--- src/hw/sid_pkg.sv ---
// shared constants and carrier types of the self-identity receive dma
package sid_pkg;

   ////////////////////////////////////////////////////////////////////////////
   // register map (byte addresses, one aligned word each)
   localparam logic [7:0] SID_OFF_BASE = 8'h00;
   localparam logic [7:0] SID_OFF_COUNT = 8'h04;
   localparam logic [7:0] SID_OFF_CTRL_SET = 8'h08;
   localparam logic [7:0] SID_OFF_CTRL_CLR = 8'h0c;

   ////////////////////////////////////////////////////////////////////////////
   // field positions
   localparam int SID_BASE_LSB = 11;
   localparam int SID_CNT_FAULT_BIT = 31;
   localparam int SID_CNT_GEN_LSB = 16;
   localparam int SID_CNT_SIZE_LSB = 2;
   localparam int SID_CTRL_ACCEPT_BIT = 0;
   localparam int SID_CTRL_PHASE_BIT = 1;
   localparam int SID_HDR_GEN_LSB = 16;
   localparam int SID_SEC_BITS = 3;
   localparam int SID_CYC_BITS = 13;

   ////////////////////////////////////////////////////////////////////////////
   // widths, reset values and limits
   localparam int SID_GEN_W = 8;
   localparam int SID_SIZE_W = 9;
   localparam logic [SID_GEN_W-1:0] SID_GEN_RST = 8'h00;
   localparam logic [SID_SIZE_W-1:0] SID_SIZE_RST = 9'h000;
   // full marker is all ones of the nine-bit size field
   localparam logic [SID_SIZE_W-1:0] SID_SIZE_FULL = 9'h1ff;
   localparam logic SID_ACCEPT_RST = 1'b0;

   ////////////////////////////////////////////////////////////////////////////
   // carriers
   typedef struct packed {
      logic valid;
      logic err;
      logic [31:0] data;
   } sid_rx_t;

   typedef struct packed {
      logic [31:0] addr;
      logic [31:0] data;
   } sid_wr_t;

   typedef enum logic [1:0] {
      SID_ST_IDLE = 2'b00,
      SID_ST_HEADER = 2'b01,
      SID_ST_RECV = 2'b10,
      SID_ST_HOLD = 2'b11
   } sid_state_t;

endpackage

--- src/hw/sid_gen_counter.sv ---
// wrapping generation counter
`timescale 1ns/100ps
module sid_gen_counter
   import sid_pkg::*;
#(
   parameter int W = SID_GEN_W
) (
   input wire logic clock_i,
   input wire logic rst_n_i,
   input wire logic inc_i,
   output logic [W-1:0] count_o
);

   logic [W-1:0] count_q;

   // natural overflow gives the wrap to zero
   always_ff @(posedge clock_i) begin
      if (!rst_n_i) begin
         count_q <= W'(SID_GEN_RST);
      end else if (inc_i) begin
         count_q <= count_q + W'(1);
      end
   end

   assign count_o = count_q;

endmodule

--- src/hw/sid_wr_port.sv ---
// one-entry host memory write stage with overrun report
`timescale 1ns/100ps
module sid_wr_port
   import sid_pkg::*;
(
   input wire logic clock_i,
   input wire logic rst_n_i,
   input wire logic in_valid_i,
   input wire sid_wr_t in_i,
   output logic in_ready_o,
   output logic wr_valid_o,
   output sid_wr_t wr_o,
   input wire logic wr_ready_i,
   output logic overrun_o
);

   logic busy_q;
   sid_wr_t hold_q;

   // link data cannot wait, so a full stage means lost data
   assign in_ready_o = !busy_q || wr_ready_i;
   assign overrun_o = in_valid_i && !in_ready_o;
   assign wr_valid_o = busy_q;
   assign wr_o = hold_q;

   always_ff @(posedge clock_i) begin
      if (!rst_n_i) begin
         busy_q <= 1'b0;
      end else if (in_valid_i && in_ready_o) begin
         busy_q <= 1'b1;
      end else if (wr_ready_i) begin
         busy_q <= 1'b0;
      end
   end

   always_ff @(posedge clock_i) begin
      if (!rst_n_i) begin
         hold_q <= '0;
      end else if (in_valid_i && in_ready_o) begin
         hold_q <= in_i;
      end
   end

endmodule

--- src/hw/sid_dma.sv ---
// self-identity receive dma: apb registers, capture sequencer, memory writes
`timescale 1ns/100ps

// Functional notes
// base register holds 2K-aligned buffer address; not reset.
// fault flag set on receive or memory write error; cleared after clean reception.
// 8-bit generation counter increments per bus reset, wraps 255 to 0.
// stored count gives quadlets written this generation, header included.
// bus reset clears stored count in the same cycle as reset event.
// first buffer quadlet carries the generation value.
// bus reset mid-sequence restarts writing at buffer start, overwriting.
// after fault in a sequence, further data is dropped.
// 2048 bytes received forces count to full value and sets fault.
// no integrity check; data and inverted quadlets both stored.
// after header, all quadlets from reset end to subaction gap stored.
// header timestamp is seconds low three bits and 13-bit cycle count.
// software loads base before enabling packet acceptance.
// phase-done event pulses when self-identity phase ends.
// self-identity quadlets outside the phase go to async request path; code routes only in idle, quadlets arriving in hold are dropped.
// software checks generation in memory against count register.
// quadlet address is base plus four times stored count.
module sid_dma
   import sid_pkg::*;
(
   input wire logic clock_i,
   input wire logic rst_n_i,
   input wire logic psel_i,
   input wire logic penable_i,
   input wire logic pwrite_i,
   input wire logic [7:0] paddr_i,
   input wire logic [31:0] pwdata_i,
   output logic [31:0] prdata_o,
   output logic pready_o,
   output logic pslverr_o,
   input wire logic bus_reset_i,
   input wire logic reset_end_i,
   input wire logic subaction_gap_i,
   input wire sid_rx_t rx_i,
   input wire logic [SID_SEC_BITS-1:0] second_counter_i,
   input wire logic [SID_CYC_BITS-1:0] cycle_in_second_counter_i,
   output logic wr_valid_o,
   output sid_wr_t wr_o,
   input wire logic wr_ready_i,
   input wire logic wr_err_i,
   output logic ar_valid_o,
   output logic [31:0] ar_data_o,
   output logic bus_reset_event_o,
   output logic identity_phase_done_event_o
);

   ////////////////////////////////////////////////////////////////////////////
   // declarations

   logic [31:SID_BASE_LSB] identity_buffer_base_field;
   logic accept_identity_packets;
   logic identity_fault_flag;
   logic [SID_SIZE_W-1:0] stored_quadlet_count;
   logic [SID_GEN_W-1:0] reset_generation_counter;
   sid_state_t state_q;
   sid_state_t state_d;
   logic seq_err_q;
   logic in_phase;
   logic apb_wr;
   logic apb_rd;
   logic hit;
   logic [31:0] rd_data;
   logic q_valid;
   sid_wr_t q_wr;
   logic q_ready;
   logic q_overrun;
   logic q_take;
   logic store_rx;
   logic store_hdr;
   logic full_hit;
   logic err_now;
   logic rx_overrun;
   logic rx_fault;
   logic phase_end;
   logic route_ar;
   logic [31:0] header_word;
   logic [31:0] ar_data_q;
   logic ar_valid_q;
   logic bus_reset_ev_q;
   logic phase_done_ev_q;

   ////////////////////////////////////////////////////////////////////////////
   // apb slave: zero wait states, unmapped addresses answer with an error

   assign apb_wr = psel_i && penable_i && pwrite_i;
   assign apb_rd = psel_i && !pwrite_i;
   assign pready_o = 1'b1;

   always_comb begin
      hit = 1'b1;
      rd_data = 32'h0000_0000;
      case (paddr_i)
         SID_OFF_BASE: begin
            rd_data[31:SID_BASE_LSB] = identity_buffer_base_field;
         end
         SID_OFF_COUNT: begin
            rd_data[SID_CNT_FAULT_BIT] = identity_fault_flag;
            rd_data[SID_CNT_GEN_LSB +: SID_GEN_W] = reset_generation_counter;
            rd_data[SID_CNT_SIZE_LSB +: SID_SIZE_W] = stored_quadlet_count;
         end
         SID_OFF_CTRL_SET, SID_OFF_CTRL_CLR: begin
            rd_data[SID_CTRL_ACCEPT_BIT] = accept_identity_packets;
            rd_data[SID_CTRL_PHASE_BIT] = in_phase;
         end
         default: begin
            hit = 1'b0;
         end
      endcase
   end

   // writes to the read-only count are ignored, not refused
   assign pslverr_o = psel_i && penable_i && !hit;

   // read data registered so it stands through the access phase
   always_ff @(posedge clock_i) begin
      if (!rst_n_i) begin
         prdata_o <= 32'h0000_0000;
      end else if (apb_rd && !penable_i) begin
         prdata_o <= rd_data;
      end
   end

   ////////////////////////////////////////////////////////////////////////////
   // buffer base: deliberately left without reset value

   always_ff @(posedge clock_i) begin
      if (apb_wr && paddr_i == SID_OFF_BASE) begin
         identity_buffer_base_field <= pwdata_i[31:SID_BASE_LSB];
      end
   end

   ////////////////////////////////////////////////////////////////////////////
   // link control set/clear pair; only the accept bit is stored here, bit 1 reads back the phase

   always_ff @(posedge clock_i) begin
      if (!rst_n_i) begin
         accept_identity_packets <= SID_ACCEPT_RST;
      end else if (apb_wr && paddr_i == SID_OFF_CTRL_SET && pwdata_i[SID_CTRL_ACCEPT_BIT]) begin
         // base must already be valid here; hardware does not check it
         accept_identity_packets <= 1'b1;
      end else if (apb_wr && paddr_i == SID_OFF_CTRL_CLR && pwdata_i[SID_CTRL_ACCEPT_BIT]) begin
         accept_identity_packets <= 1'b0;
      end
   end

   ////////////////////////////////////////////////////////////////////////////
   // generation counter

   sid_gen_counter #(
      .W(SID_GEN_W)
   ) u_gen (
      .clock_i(clock_i),
      .rst_n_i(rst_n_i),
      .inc_i(bus_reset_i),
      .count_o(reset_generation_counter)
   );

   ////////////////////////////////////////////////////////////////////////////
   // capture sequencer
   // idle: waiting for reset end; header: emit header quadlet;
   // recv: storing packets until the gap; hold: reset seen, waiting for its end

   assign in_phase = (state_q == SID_ST_HEADER) || (state_q == SID_ST_RECV);

   // header moves on once the stage is ready for it or the sequence is already spoilt
   always_comb begin
      state_d = state_q;
      case (state_q)
         SID_ST_IDLE: begin
            if (reset_end_i) begin
               state_d = SID_ST_HEADER;
            end
         end
         SID_ST_HEADER: begin
            if (subaction_gap_i) begin
               state_d = SID_ST_IDLE;
            end else if (q_ready || seq_err_q) begin
               state_d = SID_ST_RECV;
            end
         end
         SID_ST_RECV: begin
            if (subaction_gap_i) begin
               state_d = SID_ST_IDLE;
            end
         end
         SID_ST_HOLD: begin
            if (reset_end_i) begin
               state_d = SID_ST_HEADER;
            end
         end
         default: begin
            state_d = SID_ST_IDLE;
         end
      endcase
      // a new reset always wins and restarts the sequence
      if (bus_reset_i) begin
         state_d = SID_ST_HOLD;
      end
   end

   always_ff @(posedge clock_i) begin
      if (!rst_n_i) begin
         state_q <= SID_ST_IDLE;
      end else begin
         state_q <= state_d;
      end
   end

   ////////////////////////////////////////////////////////////////////////////
   // what gets stored

   // timestamp sampled in the very cycle the header enters the write stage
   assign header_word = {8'h00, reset_generation_counter,
                         second_counter_i, cycle_in_second_counter_i};

   // with acceptance off the phase still runs but nothing is written
   assign store_hdr = (state_q == SID_ST_HEADER) && accept_identity_packets
                      && !seq_err_q && !bus_reset_i;
   // raw quadlets, inverted check words included, no checking done
   assign store_rx = (state_q == SID_ST_RECV) && rx_i.valid && accept_identity_packets
                     && !seq_err_q && !bus_reset_i;

   assign q_valid = store_hdr || store_rx;
   assign q_take = q_valid && q_ready;
   assign q_wr.addr = {identity_buffer_base_field, stored_quadlet_count, 2'b00};
   assign q_wr.data = store_hdr ? header_word : rx_i.data;

   // the last quadlet of a full 2048-byte buffer
   assign full_hit = store_rx && q_take && (stored_quadlet_count == SID_SIZE_FULL);

   // a header waiting for a free stage loses nothing; only link quadlets overrun
   assign rx_overrun = q_overrun && store_rx;
   assign rx_fault = in_phase && rx_i.valid && rx_i.err;
   assign err_now = rx_fault || wr_err_i || rx_overrun || full_hit;

   sid_wr_port u_wr (
      .clock_i(clock_i),
      .rst_n_i(rst_n_i),
      .in_valid_i(q_valid),
      .in_i(q_wr),
      .in_ready_o(q_ready),
      .wr_valid_o(wr_valid_o),
      .wr_o(wr_o),
      .wr_ready_i(wr_ready_i),
      .overrun_o(q_overrun)
   );

   ////////////////////////////////////////////////////////////////////////////
   // stored quadlet count
   // the full marker stays until the next bus reset

   always_ff @(posedge clock_i) begin
      if (!rst_n_i) begin
         stored_quadlet_count <= SID_SIZE_RST;
      end else if (bus_reset_i) begin
         stored_quadlet_count <= SID_SIZE_RST;
      end else if (full_hit) begin
         stored_quadlet_count <= SID_SIZE_FULL;
      end else if (q_take) begin
         stored_quadlet_count <= stored_quadlet_count + 9'h001;
      end
   end

   ////////////////////////////////////////////////////////////////////////////
   // error tracking

   // a reset in the same cycle cancels the end of the phase
   assign phase_end = in_phase && subaction_gap_i && !bus_reset_i;

   // per-sequence error, restarted by each reset
   always_ff @(posedge clock_i) begin
      if (!rst_n_i) begin
         seq_err_q <= 1'b0;
      end else if (bus_reset_i) begin
         seq_err_q <= 1'b0;
      end else if (err_now) begin
         seq_err_q <= 1'b1;
      end
   end

   // visible flag: set at once, cleared only when a clean sequence ends
   always_ff @(posedge clock_i) begin
      if (!rst_n_i) begin
         identity_fault_flag <= 1'b0;
      end else if (err_now) begin
         identity_fault_flag <= 1'b1;
      end else if (phase_end && !seq_err_q && accept_identity_packets) begin
         identity_fault_flag <= 1'b0;
      end
   end

   ////////////////////////////////////////////////////////////////////////////
   // packets outside the phase go to the async request receive path
   // hold is still part of initialization, so only idle routes
   assign route_ar = rx_i.valid && (state_q == SID_ST_IDLE);

   always_ff @(posedge clock_i) begin
      if (!rst_n_i) begin
         ar_valid_q <= 1'b0;
      end else begin
         ar_valid_q <= route_ar;
      end
   end

   always_ff @(posedge clock_i) begin
      if (!rst_n_i) begin
         ar_data_q <= 32'h0000_0000;
      end else if (route_ar) begin
         ar_data_q <= rx_i.data;
      end
   end

   assign ar_valid_o = ar_valid_q;
   assign ar_data_o = ar_data_q;

   ////////////////////////////////////////////////////////////////////////////
   // event pulses

   // registered on the same edge that clears the count
   always_ff @(posedge clock_i) begin
      if (!rst_n_i) begin
         bus_reset_ev_q <= 1'b0;
      end else begin
         bus_reset_ev_q <= bus_reset_i;
      end
   end

   always_ff @(posedge clock_i) begin
      if (!rst_n_i) begin
         phase_done_ev_q <= 1'b0;
      end else begin
         phase_done_ev_q <= phase_end;
      end
   end

   assign bus_reset_event_o = bus_reset_ev_q;
   assign identity_phase_done_event_o = phase_done_ev_q;

endmodule

--- config.mk ---
export PLATFORM = sky130hd
export DESIGN_NAME = sid_dma
export DESIGN_NICKNAME = d
export VERILOG_FILES = /design/src/hw/sid_pkg.sv /design/src/hw/sid_gen_counter.sv /design/src/hw/sid_wr_port.sv /design/src/hw/sid_dma.sv
export SDC_FILE = /design/constraint.sdc
export NUM_CORES = 1
export LEC_CHECK = 0
export ABC_AREA = 1
export BUFFER_PORTS_ARGS = -buffer_cell sky130_fd_sc_hd__buf_2
export CAP_MARGIN = 0
export CORE_ASPECT_RATIO = 0.9
export CORE_MARGIN = 3
export CORE_UTILIZATION = 40
export CTS_CLUSTER_DIAMETER = 100
export DETAILED_ROUTE_END_ITERATION = 6
export GPL_TIMING_DRIVEN = 0
export HOLD_SLACK_MARGIN = 0.1
export PLACE_DENSITY = 0.75
export SYNTH_ARGS = -nofsm -noshare
export SYNTH_HDL_FRONTEND = slang
export SYNTH_HIERARCHICAL = 1
export SYNTH_SLANG_ARGS = --single-unit
--- constraint.sdc ---
create_clock -name clock_i -period 6.1 [get_ports clock_i]
set_input_delay 0.305 -clock clock_i [delete_from_list [all_inputs] [get_ports clock_i]]
set_output_delay 0.305 -clock clock_i [all_outputs]
set_load 0.005 [all_outputs]
==> results of run 1 <==
-- area by class of cell --
| class | instances | area, um^2 | area share |
|---|---|---|---|
| clock buffer | 21 | 503 | 0.0504 |
| sequential | 175 | 3710 | 0.372 |
| clock inverter | 11 | 113 | 0.0113 |
| tap | 245 | 307 | 0.0307 |
| multi-input combinational | 694 | 3140 | 0.314 |
| buffer | 65 | 392 | 0.0392 |
| inverter | 124 | 470 | 0.0471 |
| timing repair buffer | 244 | 1350 | 0.135 |
-- sequential cells by signal (all words and copies together) (netlist names) --
register / cells
identity_fault_flag: 1
identity_phase_done_event_o: 1
prdata_o: 32
bus_reset_event_o: 1
u_wr/wr_valid_o: 1
stored_quadlet_count: 9
seq_err_q: 1
ar_data_o: 32
state_q: 2
ar_valid_o: 1
accept_identity_packets: 1
identity_buffer_base_field: 21
u_wr/wr_o: 64
u_gen/count_o: 8
-- path summary, 6_finish.rpt --
path                      startpoint                 endpoint  slack, ps  cells past startpoint
max          stored_quadlet_count[0]  stored_quadlet_count[4]       4000                      8
min                         rx_i[24]            ar_data_o[24]        140                      3
max reg2reg  stored_quadlet_count[0]  stored_quadlet_count[4]       4000                      8
min reg2reg              prdata_o[7]              prdata_o[7]        460                      2
-- cell families after synthesis --
kind of cell | count (synthesis) | synth area share
other cells | 2 | 0.000974
xor+xnor | 1 | 0.00114
buf+inv | 189 | 0.112
fa+ha+maj | 6 | 0.00974
compound gates | 180 | 0.121
flops | 175 | 0.482
simple gates | 504 | 0.274
-- synth_stat cells (all sizes together) --
master,instances,area share
nand2,245,0.12
dfxtp,154,0.40
nor2,144,0.072
inv,120,0.058
a21oi,113,0.073
nand3,99,0.065
o21ai,56,0.036
buf,53,0.045
edfxtp,21,0.082
clkbuf,12,0.0060
o21a,9,0.0088
ha,6,0.0097
nand4,5,0.0049
nor3,5,0.0039
clkinv,4,0.0026
or2,3,0.0024
conb,2,0.00097
a21boi,1,0.00097
a31o,1,0.0011
and2,1,0.00081
nand3b,1,0.00097
nor4,1,0.00081
xnor2,1,0.0011
-- metrics by stage --
| step | hold slack [ps] | instance area, um^2 | setup slack, ps | power (mW) |
|---|---|---|---|---|
| final | 139 | 9990 | 4000 | 2.57 |
| after global routing | 142 | 9990 | 3810 | 2.67 |
| after CTS | 122 | 9990 | 4000 | 2.59 |
| after detailed placement | 457 | 9160 | 4050 | 1.46 |
| after global placement | 456 | 9130 | 3150 | 1.46 |
| after floorplan | 394 | 7710 | 3870 | 1.36 |
-- cell usage in the layout, fill, tap and decap left out, drive strengths merged --
cell,n
ha,6
clkinv,6
clkinvlp,1
nand3,99
clkbuf,33
nand4,5
nor4,1
buf,276
dfxtp,154
edfxtp,21
xnor2,1
nand2,245
a21boi,1
dlygate4sd3,21
o21a,9
a21oi,113
and2,1
nor3,5
nand3b,1
a31o,1
or2,3
inv,127
bufinv,1
o21ai,56
conb,3
nor2,144
-- power by group --
part | switching [mW] | internal [mW]
Clock | 0.479 | 0.644
Combinational | 0.132 | 0.0984
Sequential | 0.0190 | 1.20
-- worst max-delay path, stage by stage (launching register included) --
cell,delay [ps]
dfxtp_1,470
ha_1,260
nand2_1,110
nor4_1,300
ha_1,280
nand4_2,260
nand3_1,160
nand2_1,60
a21oi_1,120
-- metal layers --
layer | vias to the layer above | track usage
met3 | 26 | 0.0487
li1 | 3879 | -
met4 | 0 | 0.0639
met2 | 309 | 0.370
met1 | 3440 | 0.309
met5 | - | 0
-- repair_timing --
action / in CTS / in global routing
setup buffers: 0 / 0
endpoints found under the hold margin: 21 / 0
hold buffers: 21 / 0
==> results.md, run 1 <==
* Status: finished clean
* Final WL at 23900 um
* Critical path class: flop to flop
* Via count at 7654
* Max clock buf depth at 2
* NumNets Final at 1427
* Die H at 138 um
* Setup TNS at 0 ps
* Post-Syn Area per Cell at 7.29 um^2
* Max cap viols at 0
* DR WL met2 at 10700 um
* Post-Syn Instances at 1057
* CTS tree: done
* Vias in the first global route at 7312
* Die area at 0.0210 mm^2
* Largest net degree at the start of global routing at 19
* First-pass GRT wire length at 37900 um
* Clock sinks at 175
* Critical-path maximum fanout at 9
* Synth warnings at 6
* Final hold vios at 0
* Max-slew violation count at 0
* Yosys reg bits at 175
* Endpoints failing setup at 0
* RSZ-0062 raised after global routing: false
* Min cycle time layout at 2100 ps
* CP Launch Type: flop
* Worst slew margin at 0.547
* Routed wl met3 at 1720 um
* Synth unique cells at 36
* DP HPWL at 18200 um
* GRT overflow at 0
* Maximum VDD drop at 0.168 mV
* Final Util at 0.536
* Placed Cells incl. Taps at 1526
* Worst-Skew Late Latency at 430 ps
* Vias/cell at 4.85
* Worst Path Required at 6450 ps
* Share of cells above drive strength 1 at 0.246
* Routability cong. at 0.851
* Drt initial violations at 441
* Final worst-path cycle share at 0.345
* Fillers at 1798
* FP Rows at 47
* Pre-antenna DRT Iters at 5
* Routed Antenna Nets at 0
* Mapped cell area at 0.00771 mm^2
* Final Non-Filler Cells at 1579
* Routed wire per std cell at 15.1 um
* Power Dens Cells at 258 mW/mm^2
* Initial core utilization at 0.414
* Worst Path Arrival at 2460 ps
* Initial antenna violation count at 0
* CTS root buf: clkbuf_16
* DR top layer: met4
* GRT Resource Usage Total at 0.228
* Die Wd at 152 um
* Area Overhead vs Synth at 29.5%
* Htree depth at 4
* Leak at 4.95 nW
* Highest clock rate at 476 MHz
* TritonCTS Buffers at 17
* M1 WL at 11000 um
* Worst clock skew at 8.60 ps
* Clock slew at reported path FFs at 70 ps
* Hold/Removal Path Class: primary input to flop
* Endpoint class of the critical path: flop
* Cts repair resizes at 0
* Drt drc at 0
* Ant. Diodes at 0
* Ports at 234
* Slew of the pin with the lowest slew margin at 680 ps
* Seq/Total Area, Yosys at 0.482
* Core box area at 0.0186 mm^2
* PortBufs at 222
Power figures use the tool's default switching activity.
==> run 2, diff against run 1 <==
--- a/config.mk
+++ b/config.mk
@@ -15,7 +15,7 @@
 export DETAILED_ROUTE_END_ITERATION = 6
 export GPL_TIMING_DRIVEN = 0
 export HOLD_SLACK_MARGIN = 0.1
-export PLACE_DENSITY = 0.75
+export PLACE_DENSITY = 0.77
 export SYNTH_ARGS = -nofsm -noshare
 export SYNTH_HDL_FRONTEND = slang
 export SYNTH_HIERARCHICAL = 1
==> constraint.sdc (replaced) <==
create_clock -name clock_i -period 1.76 [get_ports clock_i]
set_input_delay 0.088 -clock clock_i [delete_from_list [all_inputs] [get_ports clock_i]]
set_output_delay 0.088 -clock clock_i [all_outputs]
set_load 0.005 [all_outputs]
==> results.md, run 2 (same netlist as run 1, synthesis figures left out) <==
* PortBufs at 222 (unchanged)
* DP Area at 0.00913 mm^2 (-0.30%)
* Drt drc at 0 (unchanged)
* CTS root buf: clkbuf_16
* Die Wd at 152 um (unchanged)
* Most frequent cells in the layout: buf_2, nand2_1, dfxtp_1
* RSZ-0062 raised after global routing: true
* Combined area of the multi-input logic cells at 0.00326 mm^2 (+3.8%)
* Htree depth at 4 (unchanged)
* DR WL met2 at 12000 um (+12%)
* Routed wire per std cell at 15.7 um (+3.7%)
* DP HPWL at 18300 um (+0.30%)
* Max cap viols at 0 (unchanged)
* Final instance area at 0.0107 mm^2 (+7.3%)
* Switching Share at 0.253 (+0.00772)
* Share of cells above drive strength 1 at 0.260 (+0.0140)
* Routed wl met3 at 1770 um (+2.8%)
* Max clock buf depth at 2 (unchanged)
* Critical-path maximum fanout at 7 (-2)
* Final WL at 25800 um (+8.0%)
* TritonCTS Buffers at 17 (unchanged)
* Drt initial violations at 564 (+28%)
* Status: finished clean
* Leak at 5.23 nW (+5.5%)
* Vias in the first global route at 7632 (+4.4%)
* Initial core utilization at 0.414 (unchanged)
* Register Area at 0.00373 mm^2 (+0.47%)
* NumNets Final at 1490 (+4.4%)
* Switching power at 2.27 mW (+260%)
* Core box area at 0.0186 mm^2 (unchanged)
* Routability cong. at 0.905 (+6.3%)
* CTS tree: done
* Via count at 8146 (+6.4%)
* CP Launch Type: flop
* Hold slack at 107 ps (-32.5 ps)
* Setup slack after layout at 114 ps (-3880 ps)
* Largest register FFs at 64 (unchanged)
* Setup TNS at 0 ps (unchanged)
* Endpoint class of the critical path: flop
* Power Dens Cells at 838 mW/mm^2 (+230%)
* Largest net degree at the start of global routing at 22 (+3)
* Worst-Skew Late Latency at 430 ps (about the same)
* Final hold vios at 0 (unchanged)
* Slew of the pin with the lowest slew margin at 707 ps (+27.1 ps)
* Die H at 138 um (unchanged)
* Worst Path Arrival at 2030 ps (-430 ps)
* Worst slew margin at 0.529 (-0.0180)
* Maximum VDD drop at 0.584 mV (+250%)
* Commonest non-fill, non-tap cell in the layout: buf_2
* Highest clock rate at 608 MHz (+28%)
* Min cycle time layout at 1650 ps (-457 ps)
* Part of the power in combinational logic at 0.105 (+0.015)
* Clock sinks at 175 (unchanged)
* Routed Antenna Nets at 0 (unchanged)
* Critical path class: flop to flop
* Vias/cell at 4.95 (+2.2%)
* Worst clock skew at 11.6 ps (+3.02 ps)
* FP Rows at 47 (unchanged)
* Flop pwr share at 0.471 (-0.003)
* Area Overhead vs Synth at 39.0%
* Initial antenna violation count at 1 (+1)
* Max-slew violation count at 0 (unchanged)
* DR top layer: met4
* Dpl ws at -494 ps (-4540 ps)
* Clock slew at reported path FFs at 70 ps (about the same)
* First-pass GRT wire length at 40100 um (+5.7%)
* Power Total at 8.98 mW (+250%)
* GRT overflow at 0 (unchanged)
* Endpoints failing setup at 0 (unchanged)
* Hold/Removal Path Class: primary input to flop
* Fillers at 1660 (-7.7%)
* M1 WL at 11400 um (+3.6%)
* Worst Path Required at 2140 ps (-4310 ps)
* GRT Resource Usage Total at 0.241 (+0.0134)
* Die area at 0.0210 mm^2 (unchanged)
* Final worst-path cycle share at 0.935 (+0.591)
* Pre-antenna DRT Iters at 5 (unchanged)
* P_int at 6.71 mW (+250%)
* Ports at 234 (unchanged)
* Power share of the clock group at 0.424 (-0.012)
## run 2: changes by cell type in the layout (fill, tap and decap cells not counted), sizes merged
cell | before | now
diode | 0 | 3
clkinv | 6 | 8
bufinv | 1 | 2
dlygate4sd3 | 21 | 74
clkbuf | 33 | 29
buf | 276 | 287
## run 2: layout make-up
cell class,count,share of cell area
antenna,3,0.000701
buffer,64,0.0382
clock buffer,18,0.0401
clock inverter,14,0.0145
inverter,124,0.0441
multi-input combinational,694,0.304
sequential,175,0.348
tap,245,0.0286
timing repair buffer,308,0.181
## run 2: routing by layer
layer | vias to the layer above | GRT usage
li1 | 4018 | -
met4 | 0 | 0.0739
met1 | 3748 | 0.313
met3 | 49 | 0.0503
met2 | 331 | 0.408
met5 | - | 0
## run 2: worst max-delay path: stages, from the launching register on
cell and delay [ps]:
dfxtp_1 310, inv_2 80, nand2_4 60, nor2_4 190, nand2_8 120, nand2_8 100
buf_6 100, inv_2 50, nor2_4 80, a21oi_1 40, or2_1 260, nand3_1 80
nand2_1 50, inv_1 70
## run 2: per-stage QoR
step | utilization | cells
floorplan | - | 1058
global placement | 0.490 | 1525
detailed placement | 0.490 | 1525
CTS | 0.567 | 1637
global route | 0.574 | 1643
finish | 0.575 | 1645
## run 2: path summary, 6_finish.rpt
path | from | to | slack [ps] | depth (start not counted)
min reg2reg | prdata_o[7] | prdata_o[7] | 470 | 2
max reg2reg | seq_err_q | identity_fault_flag | 110 | 13
max | seq_err_q | identity_fault_flag | 110 | 13
min | rx_i[32] | seq_err_q | 110 | 6
## run 2: power by group through the flow
stage	clock (mW)	combinational, mW	sequential [mW]
global route	4.04	1.04	4.24
CTS	3.86	0.895	4.22
floorplan	0	0.383	4.32
global placement	0	0.747	4.31
finish	3.81	0.945	4.23
detailed placement	0	0.763	4.31
## run 2: what timing repair did
item | CTS | global route
endpoints found under the hold margin | 82 | 0
setup endpoints to repair | 80 | 75
hold buffers | 74 | 0
buffers inserted | 6 | 6
pin swaps | 6 | 10
gates resized for setup | 19 | 34
==> run 3, diff against run 2 <==
--- a/config.mk
+++ b/config.mk
@@ -8,7 +8,6 @@
 export ABC_AREA = 1
 export BUFFER_PORTS_ARGS = -buffer_cell sky130_fd_sc_hd__buf_2
 export CAP_MARGIN = 0
-export CORE_ASPECT_RATIO = 0.9
 export CORE_MARGIN = 3
 export CORE_UTILIZATION = 40
 export CTS_CLUSTER_DIAMETER = 100
==> results.md, run 3 (same netlist as run 1, synthesis figures left out) <==
* Ant. Diodes at 0 (-3)
* Hold slack at 114 ps (+6.80 ps)
* CP Launch Type: flop
* Core box area at 0.0188 mm^2 (+1.0%)
* Pre-antenna DRT Iters at 7 (+2)
* FP Rows at 50 (+6.4%)
* Vias in the first global route at 7578 (-0.71%)
* Die H at 145 um (+5.2%)
* Critical-path maximum fanout at 10 (+3)
* Drt initial violations at 526 (-6.7%)
* Via count at 8018 (-1.6%)
* Slew of the pin with the lowest slew margin at 635 ps (-72.3 ps)
* Power Dens Cells at 851 mW/mm^2 (+1.5%)
* Commonest non-fill, non-tap cell in the layout: buf_2
* Largest register FFs at 64 (unchanged)
* Final WL at 25500 um (-1.2%)
* Endpoints failing setup at 0 (unchanged)
* Final worst-path cycle share at 0.950 (+0.0150)
* Share of cells above drive strength 1 at 0.256 (-0.00408)
* Drt drc at 0 (unchanged)
* Largest net degree at the start of global routing at 22 (unchanged)
* Worst Min Path Start: second_counter_i[1]
* Most frequent cells in the layout: buf_2, nand2_1, dfxtp_1
* Routed wire per std cell at 15.5 um (-1.4%)
* GRT Resource Usage Total at 0.237 (-0.00446)
* Worst Path Required at 2080 ps (-60 ps)
* Vias/cell at 4.87 (-1.8%)
* Worst clock skew at 7.49 ps (-4.14 ps)
* Clock slew at reported path FFs at 70 ps (about the same)
* Max cap viols at 0 (unchanged)
* Die area at 0.0210 mm^2 (about the same)
* Setup TNS at 0 ps (unchanged)
* Maximum VDD drop at 0.709 mV (+21%)
* CP Launch Point: seq_err_q
* Min cycle time layout at 1670 ps (+26.4 ps)
* PortBufs at 222 (unchanged)
* Power Total at 9.02 mW (+0.48%)
* Hold/Removal Path Class: primary input to flop
* Area Overhead vs Synth at 37.6%
* Ports at 234 (unchanged)
* Reg2reg start: seq_err_q
* Initial core utilization at 0.409 (-0.00415)
* TritonCTS Buffers at 17 (unchanged)
* Htree depth at 4 (unchanged)
* Routability cong. at 0.892 (-1.5%)
* Dpl ws at -473 ps (+20.6 ps)
* Clock sinks at 175 (unchanged)
* CTS tree: done
* Worst Path Arrival at 2000 ps (-30 ps)
* First-pass GRT wire length at 38500 um (-3.9%)
* Final Util at 0.563 (-0.0113)
* Worst-Skew Late Latency at 430 ps (about the same)
* Initial antenna violation count at 0 (-1)
* CTS root buf: clkbuf_16
* Leak at 5.16 nW (-1.3%)
* Worst slew margin at 0.576 (+0.0472)
* DP HPWL at 18300 um (-0.21%)
* Endpoint class of the critical path: flop
* Routed Antenna Nets at 0 (unchanged)
* Setup slack after layout at 87.6 ps (-26.4 ps)
* Final hold vios at 0 (unchanged)
* Max clock buf depth at 2 (unchanged)
* Status: finished clean
* Highest clock rate at 598 MHz (-1.6%)
* NumNets Final at 1481 (-0.60%)
* Die Wd at 145 um (-4.9%)
* Critical path class: flop to flop
* GRT overflow at 0 (unchanged)
* Max-slew violation count at 0 (unchanged)
## run 3: cell count changes in the layout (fill, tap and decap cells not counted), moves of 2 or more
cell	previous run	this run
buf_2	256	253
dlygate4sd3_1	74	68
nand2_8	2	0
diode_2	3	0
dfxtp_1	146	148
inv_6	5	3
## run 3: stage by stage
stage          cell area (um^2)  std cells
6_report                  10600       1648
5_1_grt                   10600       1648
4_1_cts                   10500       1644
3_5_place_dp               9150       1540
3_3_place_gp               9150       1540
2_1_floorplan              7710       1058
## run 3: final cells by class
cell class              count  area, um^2
clock inverters            13         163
clock buffers              19         433
multi-input cells         694        3220
inverters                 124         473
plain buffers              63         405
well taps                 260         325
fillers                  1802        8220
flip-flops and latches    175        3730
repair buffers            300        1870
## run 3: report_power, final
group	internal, mW	switching (mW)	total, mW	leakage, nW
registers	4.16	0.0722	4.23	1.44
logic	0.416	0.489	0.905	3.43
clock network	2.24	1.65	3.89	0.286
total	6.82	2.21	9.02	5.16
## run 3: what timing repair did
item                                    in CTS  in global routing
resized for setup                           18                 25
hold buffers                                68                  0
endpoints found under the setup margin      83                 84
endpoints found under the hold margin       80                  0
pin swaps                                    3                  8
setup buffers                                4                  6
## run 3: metal layers
metal / vias up / share of wire / GRT usage / wire length (um)
li1: 3992 / - / - / -
met1: 3645 / 0.41 / 0.286 / 10500
met2: 342 / 0.49 / 0.413 / 12500
met3: 39 / 0.078 / 0.0601 / 1990
met4: 0 / 0.019 / 0.0736 / 489
met5: - / 0 / 0 / 0
## run 3: path summary, 6_finish.rpt
kind         cells after the start            end  slack, ps
max                             10  u_wr/wr_o[20]         90
max reg2reg                     10  u_wr/wr_o[20]         90
min                              7  u_wr/wr_o[14]        110
min reg2reg                      2    prdata_o[7]        470
## run 3: critical path, cell delays in order (launching register included)
cell	delay [ps]
dfxtp_1	310
inv_2	70
nand2_2	70
nor2_4	160
nand2_4	120
nand2_4	120
clkbuf_4	230
buf_2	260
nand3_1	110
nand2_1	70
nor2_1	40
